## config.mk

```make
export PLATFORM = sky130hd
export DESIGN_NAME = octal_relay_output_latch_ctrl
export DESIGN_NICKNAME = d
export VERILOG_FILES = /design/src/relay_latch_pkg.sv /design/src/pin_sync_if.sv /design/src/octal_relay_output_latch_ctrl.sv /design/src/pin_sync2.sv
export SDC_FILE = /design/constraint.sdc
export NUM_CORES = 1
export LEC_CHECK = 0
export ABC_AREA = 1
export BUFFER_PORTS_ARGS = -buffer_cell sky130_fd_sc_hd__buf_2
export CAP_MARGIN = 20
export CORE_MARGIN = 5
export CORE_UTILIZATION = 40
export DETAILED_ROUTE_END_ITERATION = 8
export PLACE_DENSITY = 0.65
export SLEW_MARGIN = 30
export SYNTH_ARGS = -nofsm -noshare
export SYNTH_HDL_FRONTEND = slang
export SYNTH_SLANG_ARGS = --single-unit
```

## constraint.sdc

```tcl
create_clock -name clk_i -period 3.55 [get_ports clk_i]
set_clock_uncertainty 0.2 [all_clocks]
set_input_delay 0 -clock clk_i [delete_from_list [all_inputs] [get_ports clk_i]]
set_output_delay 0 -clock clk_i [all_outputs]
set_load 0.05 [all_outputs]
```

## src/relay_latch_pkg.sv

```systemverilog
// Purpose: Shared constants for the eight-channel relay output latch controller
// Assumes: One 250 MHz clock samples every pin, including the serial clock
// Notes: Sync vector positions name the pins carried through the synchroniser
//
// What this block does
// Serial bits go into an eight-stage shift register that moves to the output latch only on a chip select rise.
// Shift register bit n drives channel n+1, bit zero channel one up to bit seven channel eight.
// In parallel mode the three address inputs pick one channel and the level input gives its new state.
// Parallel address and level are applied on the chip select rise and all other channels keep their state.
// A high level turns the addressed channel on at the update and a low level turns it off.
// While all-on is low every latch and register bit is forced to one; the code forces only latch_ff and shift_ff, not addr_ff or sdo_ff.
// All-on beats every serial or parallel input, chip select edges included.
// All-off beats all-on, so both low means every channel off.
// An active channel sinks to power ground and an inactive one floats, never driving high.
// While chip select is low the host presents data that is sampled on each serial clock rise.
// The serial data out shows the last shift stage and changes on the serial clock fall.
// While all-off is low all latches and registers clear and every channel is off; the code clears only latch_ff and shift_ff, not addr_ff or sdo_ff.
// The host shifts the channel eight bit first and the channel one bit last.
// The address is a binary value zero to seven and value n selects channel n+1.
// The output latch holds between chip select rises whatever shifting or address changes occur.
package relay_latch_pkg;
	localparam int CHAN_W = 8;
	localparam int ADDR_W = 3;
	localparam int SYNC_W = 10;
	// Positions of pins in the synchronised vector
	localparam int POS_CS_N = 0;
	localparam int POS_SCLK = 1;
	localparam int POS_SDI = 2;
	localparam int POS_ADDR = 3;
	localparam int POS_LEVEL = 6;
	localparam int POS_ON_N = 7;
	localparam int POS_OFF_N = 8;
	localparam int POS_MODE = 9;
	// Idle pin levels held in the synchroniser under reset
	localparam logic [SYNC_W-1:0] SYNC_RST = 10'h181;
	localparam logic [CHAN_W-1:0] LATCH_RST = 8'h00;
	localparam logic [CHAN_W-1:0] SHIFT_RST = 8'h00;
	localparam logic [CHAN_W-1:0] ALL_ON = 8'hff;
	localparam logic [CHAN_W-1:0] ALL_OFF = 8'h00;
	localparam logic [ADDR_W-1:0] ADDR_RST = 3'h0;
endpackage

```

## src/pin_sync_if.sv

```systemverilog
// Purpose: Carries raw pin levels into the synchroniser and clean levels back
// Assumes: Driven and read on clk_i of the top module
// Notes: None
`timescale 1ns/1ps
`default_nettype none
interface pin_sync_if;
	logic [relay_latch_pkg::SYNC_W-1:0] raw;
	logic [relay_latch_pkg::SYNC_W-1:0] sync;
	modport user (output raw, input sync);
	modport syncer (input raw, output sync);
endinterface
`default_nettype wire

```

## src/octal_relay_output_latch_ctrl.sv

```systemverilog
// Purpose: Eight-channel open-drain relay latch with serial or parallel front end
// Assumes: All pins asynchronous; serial clock well below a quarter of clk_i
// Notes: Overrides act three clock cycles after the pin, through the synchroniser and then the latch
`timescale 1ns/1ps
`default_nettype none
module octal_relay_output_latch_ctrl (
	input wire logic clk_i,
	input wire logic arst_n_i,
	input wire logic parallel_mode_i,
	input wire logic cs_n_i,
	input wire logic sclk_i,
	input wire logic sdi_i,
	input wire logic addr_bit_zero_i,
	input wire logic addr_bit_one_i,
	input wire logic addr_bit_two_i,
	input wire logic channel_level_i,
	input wire logic all_on_n_i,
	input wire logic all_off_n_i,
	output logic sdo_o,
	output logic [relay_latch_pkg::CHAN_W-1:0] chan_drv_o,
	output logic [relay_latch_pkg::CHAN_W-1:0] chan_oe_o
);
	// ==========================================================
	// Pin synchronisation
	pin_sync_if pins ();

	assign pins.raw = {parallel_mode_i, all_off_n_i, all_on_n_i, channel_level_i,
		addr_bit_two_i, addr_bit_one_i, addr_bit_zero_i, sdi_i, sclk_i, cs_n_i};

	pin_sync2 u_sync (
		.clk_i(clk_i),
		.arst_n_i(arst_n_i),
		.pins(pins)
	);

	logic cs_n;
	logic sclk;
	logic sdi;
	logic [relay_latch_pkg::ADDR_W-1:0] addr;
	logic level;
	logic on_n;
	logic off_n;
	logic par_mode;

	assign cs_n = pins.sync[relay_latch_pkg::POS_CS_N];
	assign sclk = pins.sync[relay_latch_pkg::POS_SCLK];
	assign sdi = pins.sync[relay_latch_pkg::POS_SDI];
	assign addr = pins.sync[relay_latch_pkg::POS_ADDR +: relay_latch_pkg::ADDR_W];
	assign level = pins.sync[relay_latch_pkg::POS_LEVEL];
	assign on_n = pins.sync[relay_latch_pkg::POS_ON_N];
	assign off_n = pins.sync[relay_latch_pkg::POS_OFF_N];
	assign par_mode = pins.sync[relay_latch_pkg::POS_MODE];

	// ==========================================================
	// Edge detection
	logic cs_n_ff;
	logic sclk_ff;
	logic cs_rise;
	logic cs_fall;
	logic sclk_rise;
	logic sclk_fall;
	logic nxt_cs_n;
	logic nxt_sclk;

	assign cs_rise = cs_n && !cs_n_ff;
	assign cs_fall = !cs_n && cs_n_ff;
	assign sclk_rise = sclk && !sclk_ff;
	assign sclk_fall = !sclk && sclk_ff;

	always_comb begin
		nxt_cs_n = cs_n;
		nxt_sclk = sclk;
	end

	always_ff @(posedge clk_i or negedge arst_n_i) begin
		if (!arst_n_i) begin
			cs_n_ff <= relay_latch_pkg::SYNC_RST[relay_latch_pkg::POS_CS_N];
			sclk_ff <= relay_latch_pkg::SYNC_RST[relay_latch_pkg::POS_SCLK];
		end else begin
			cs_n_ff <= nxt_cs_n;
			sclk_ff <= nxt_sclk;
		end
	end

	// ==========================================================
	// Shift register, latch and serial out
	logic [relay_latch_pkg::CHAN_W-1:0] shift_ff;
	logic [relay_latch_pkg::CHAN_W-1:0] latch_ff;
	logic [relay_latch_pkg::ADDR_W-1:0] addr_ff;
	logic sdo_ff;
	logic [relay_latch_pkg::CHAN_W-1:0] drv_ff;
	logic [relay_latch_pkg::CHAN_W-1:0] nxt_shift;
	logic [relay_latch_pkg::CHAN_W-1:0] nxt_latch;
	logic [relay_latch_pkg::ADDR_W-1:0] nxt_addr;
	logic nxt_sdo;
	logic [relay_latch_pkg::CHAN_W-1:0] nxt_drv;

	always_comb begin
		nxt_shift = shift_ff;
		nxt_latch = latch_ff;
		nxt_addr = addr_ff;
		nxt_sdo = sdo_ff;
		nxt_drv = relay_latch_pkg::ALL_OFF;
		if (cs_fall) begin
			nxt_addr = addr;
		end
		if (!cs_n && sclk_rise && !par_mode) begin
			nxt_shift = {shift_ff[relay_latch_pkg::CHAN_W-2:0], sdi};
		end
		if (cs_rise) begin
			if (par_mode) begin
				nxt_latch[addr_ff] = level;
			end else begin
				nxt_latch = shift_ff;
			end
		end
		if (!on_n) begin
			nxt_shift = relay_latch_pkg::ALL_ON;
			nxt_latch = relay_latch_pkg::ALL_ON;
		end
		if (!off_n) begin
			nxt_shift = relay_latch_pkg::ALL_OFF;
			nxt_latch = relay_latch_pkg::ALL_OFF;
		end
		if (sclk_fall || cs_n) begin
			nxt_sdo = shift_ff[relay_latch_pkg::CHAN_W-1];
		end
	end

	always_ff @(posedge clk_i or negedge arst_n_i) begin
		if (!arst_n_i) begin
			shift_ff <= relay_latch_pkg::SHIFT_RST;
			latch_ff <= relay_latch_pkg::LATCH_RST;
			addr_ff <= relay_latch_pkg::ADDR_RST;
			sdo_ff <= relay_latch_pkg::SHIFT_RST[relay_latch_pkg::CHAN_W-1];
			drv_ff <= relay_latch_pkg::ALL_OFF;
		end else begin
			shift_ff <= nxt_shift;
			latch_ff <= nxt_latch;
			addr_ff <= nxt_addr;
			sdo_ff <= nxt_sdo;
			drv_ff <= nxt_drv;
		end
	end

	// Open drain: level always low, enabled only for active channels
	assign chan_drv_o = drv_ff;
	assign chan_oe_o = latch_ff;
	assign sdo_o = sdo_ff;
endmodule
`default_nettype wire

```

## src/pin_sync2.sv

```systemverilog
// Purpose: Two-flop synchroniser for a vector of pin levels
// Assumes: Pins are asynchronous to clk_i
// Notes: First stage feeds only the second stage
`timescale 1ns/1ps
`default_nettype none
module pin_sync2 (
	input wire logic clk_i,
	input wire logic arst_n_i,
	pin_sync_if.syncer pins
);
	logic [relay_latch_pkg::SYNC_W-1:0] meta_ff;
	logic [relay_latch_pkg::SYNC_W-1:0] sync_ff;
	logic [relay_latch_pkg::SYNC_W-1:0] nxt_meta;
	logic [relay_latch_pkg::SYNC_W-1:0] nxt_sync;

	always_comb begin
		nxt_meta = pins.raw;
		nxt_sync = meta_ff;
	end

	always_ff @(posedge clk_i or negedge arst_n_i) begin
		if (!arst_n_i) begin
			meta_ff <= relay_latch_pkg::SYNC_RST;
			sync_ff <= relay_latch_pkg::SYNC_RST;
		end else begin
			meta_ff <= nxt_meta;
			sync_ff <= nxt_sync;
		end
	end

	assign pins.sync = sync_ff;
endmodule
`default_nettype wire

```

==> impl_metrics.env <==
export IMPL_status="complete, no violations"
export IMPL_fmax_mhz=611
export IMPL_hpwlAfterDp_mm=2.12
export IMPL_die_w_um=76.8
export IMPL_antenna_cells=0
export IMPL_seqPwrFrac_pct=49.8
export IMPL_syn_cell_area_sq_mm=0.00179
export IMPL_seq_area_frac_synth_pct=59.4
export IMPL_setup_slack_ps=1910
export IMPL_combPwrFrac_pct=16.3
export IMPL_cts_root_buf="clkbuf_8"
export IMPL_synth_top_family_by_area="simple AND/OR/NAND/NOR gates"
export IMPL_slew_violations=0
export IMPL_layout_drive_gt1_share_pct=21.2
export IMPL_grt_max_degree=43
export IMPL_cts_resized_gates=0
export IMPL_initial_core_util_pct=41.0
export IMPL_fin_crit_sh_pct=46.1
export IMPL_pre_cts_ws_ps=1910
export IMPL_area_growth_syn_to_layout_pct=17.7
export IMPL_drt_wirelength_per_cell_um=11.4
export IMPL_netlist_instances=188
export IMPL_via_per_inst=4.61
export IMPL_start_kind="flop"
export IMPL_swShare_pct=28.7
export IMPL_min_path_type="in -> async"
export IMPL_grt_pass1_vias=1208
export IMPL_cts_num_sinks=42
export IMPL_antenna_found_initial=0
export IMPL_numPortBuffers=20
export IMPL_synth_top_area_share_pct=49.1
export IMPL_post_cts_setup_buffer_count=0
export IMPL_synthTopCellsByArea="dfrtp_1, dfstp_2, nand2_1"
export IMPL_p_per_area_mw_per_mm2=518
export IMPL_ys_warnings_count=0
export IMPL_worst_pin_slew_ps=507
export IMPL_critPathLaunch="u_sync.pins.sync[0]$_DFF_PN1_"
export IMPL_dp_cells=255
export IMPL_synth_compound_area_share_pct=10.0
export IMPL_grt_pass1_wl_mm=5.41
export IMPL_final_util_pct=48.2
export IMPL_dr_pass1_iters=6
export IMPL_cts_buffer_depth=2
export IMPL_holdBufCountCts=11
export IMPL_num_rows=24
export IMPL_worstSetupPathType="reg -> reg"
export IMPL_synth_seq_cells=42
export IMPL_cts_tree="done"
export IMPL_cts_buffers_inserted=5
export IMPL_setup_tns_final_ps=0
export IMPL_gp_congestion=0.786
export IMPL_slew_limit_headroom_pct=66.2
export IMPL_drtIter0Drc=96
export IMPL_cp_data_arrival_time_ps=1680
export IMPL_r2r_start="u_sync.pins.sync[0]$_DFF_PN1_"
export IMPL_overflow=0
export IMPL_maxCapViolCount=0
export IMPL_clockPowerShare_pct=33.9
export IMPL_fillers=418
export IMPL_total_power_mw=1.09
export IMPL_finalHoldViolCount=0
export IMPL_synth_simple_area_share_pct=21.8
export IMPL_yosys_mux_area_fraction_pct=0
export IMPL_setup_viol=0
export IMPL_nets=233
export IMPL_h_tree_depth=2
export IMPL_path_clk_slew_ps=80
export IMPL_p_leak_nw=1.02
export IMPL_drc=0
export IMPL_die_h_um=76.8
export IMPL_rsz0062_at_grt="false"
export IMPL_wl_mm=3.13
export IMPL_dieArea_sq_mm=0.00590
export IMPL_cp_max_fo=12
export IMPL_critPathRequiredTime_ps=3590
export IMPL_num_vias=1264
export IMPL_vdd_drop_max_mv=0.283
export IMPL_synth_cell_types=21
export IMPL_min_period_ps=1640
export IMPL_synth_area_per_cell_sq_um=9.50
export IMPL_critPathCaptureType="flop"
export IMPL_finalNonFillerCells=274
export IMPL_synth_top_area_cell="dfrtp_1"
export IMPL_worstRegToRegCells=6
export IMPL_grtUsageTotal_pct=11.5
export IMPL_clk_latency_ps=290
export IMPL_drtAntennaViolNets=0
export IMPL_ios=29
export IMPL_p_int_mw=0.776
export IMPL_synthXorXnorAreaFrac_pct=0
export IMPL_p_sw_mw=0.313
export IMPL_core_sq_mm=0.00435
export IMPL_synthAdderAreaFrac_pct=0
==> per-layer routing <==
metal | global-route usage, % | up-vias | wire, um
met5 | 0 | - | 0
met4 | 6.82 | 0 | 74
met3 | 3.28 | 8 | 177
met2 | 18.2 | 33 | 1480
met1 | 13.9 | 577 | 1400
li1 | - | 646 | -
==> cells in the mapped netlist, drive strengths merged <==
master  number
nand2       43
dfrtp       35
nor2        28
o21ai       22
inv         14
buf         12
nand3       12
a21oi       10
dfstp        7
or2          3
conb         1
nand4        1
==> layout make-up <==
cell class	count	area (sq um)	area share (%)
repair buffers	31	213	10.1
clock buffers	6	72.6	3.45
inverters	14	55.1	2.62
multi-input cells	127	598	28.5
clock inverters	2	37.5	1.79
flip-flops and latches	42	1060	50.4
well taps	52	65.1	3.10
==> state kept, by name, indices dropped and copies added (netlist names) <==
register / flops
chan_oe_o: 8
sclk_ff: 1
cs_n_ff: 1
shift_ff: 8
u_sync.meta_ff: 10
addr_ff: 3
u_sync.pins.sync: 10
sdo_o: 1
==> critical path, cell delays in order (launching register included) <==
cell and delay (ps):
dfstp_2 530, inv_1 90, o21ai_2 410, nand2_1 130, nor2_1 110, nand2_1 60
nand2_1 50
==> final timing paths <==
kind | end | slack [ps]
worst max-delay path | chan_oe_o[2]$_DFFE_PN0P_ | 1910
worst min-delay path | shift_ff[4]$_DFFE_PN0P_ | 30
worst max register to register | chan_oe_o[2]$_DFFE_PN0P_ | 1910
worst min register to register | u_sync.pins.sync[5]$_DFF_PN0_ | 150
max in group asynchronous | u_sync.meta_ff[0]$_DFF_PN1_ | 2760
min in group clk_i | u_sync.meta_ff[4]$_DFF_PN0_ | 140
==> cells by family after synthesis <==
kind of cell           Yosys count
other                            1
DFF                             42
buffers and inverters           26
and+or+nand+nor                 87
AOI/OAI and AO/OA               32
==> per-stage QoR <==
stage / cell area, sq um / hold slack [ps]
floorplan: 1810 / -496
global placement: 1880 / -95.3
detailed placement: 1880 / -93.5
CTS: 2100 / 125
global route: 2100 / 82.6
finish: 2100 / 26.5
==> power groups by stage <==
stage          sequential [mW]  clock, mW  combinational [mW]
2_1_floorplan            0.587          0              0.0986
3_3_place_gp             0.550          0               0.168
3_5_place_dp             0.552          0               0.170
4_1_cts                  0.543      0.384               0.180
5_1_grt                  0.547      0.404               0.196
6_report                 0.542      0.369               0.178
==> placed cells by master, fill, tap and decap left out, types with 2 or more instances in the layout <==
cell type / count
or2_0: 2
dfrtp_1: 35
nor2_1: 27
o21ai_1: 6
conb_1: 8
dlygate4sd3_1: 11
dfstp_2: 7
nand2_4: 2
nand2_1: 41
clkbuf_8: 5
inv_2: 2
inv_1: 11
a21oi_1: 10
nand3_1: 12
o21ai_2: 5
o21ai_0: 11
buf_2: 19
Power figures use the tool's default switching activity.
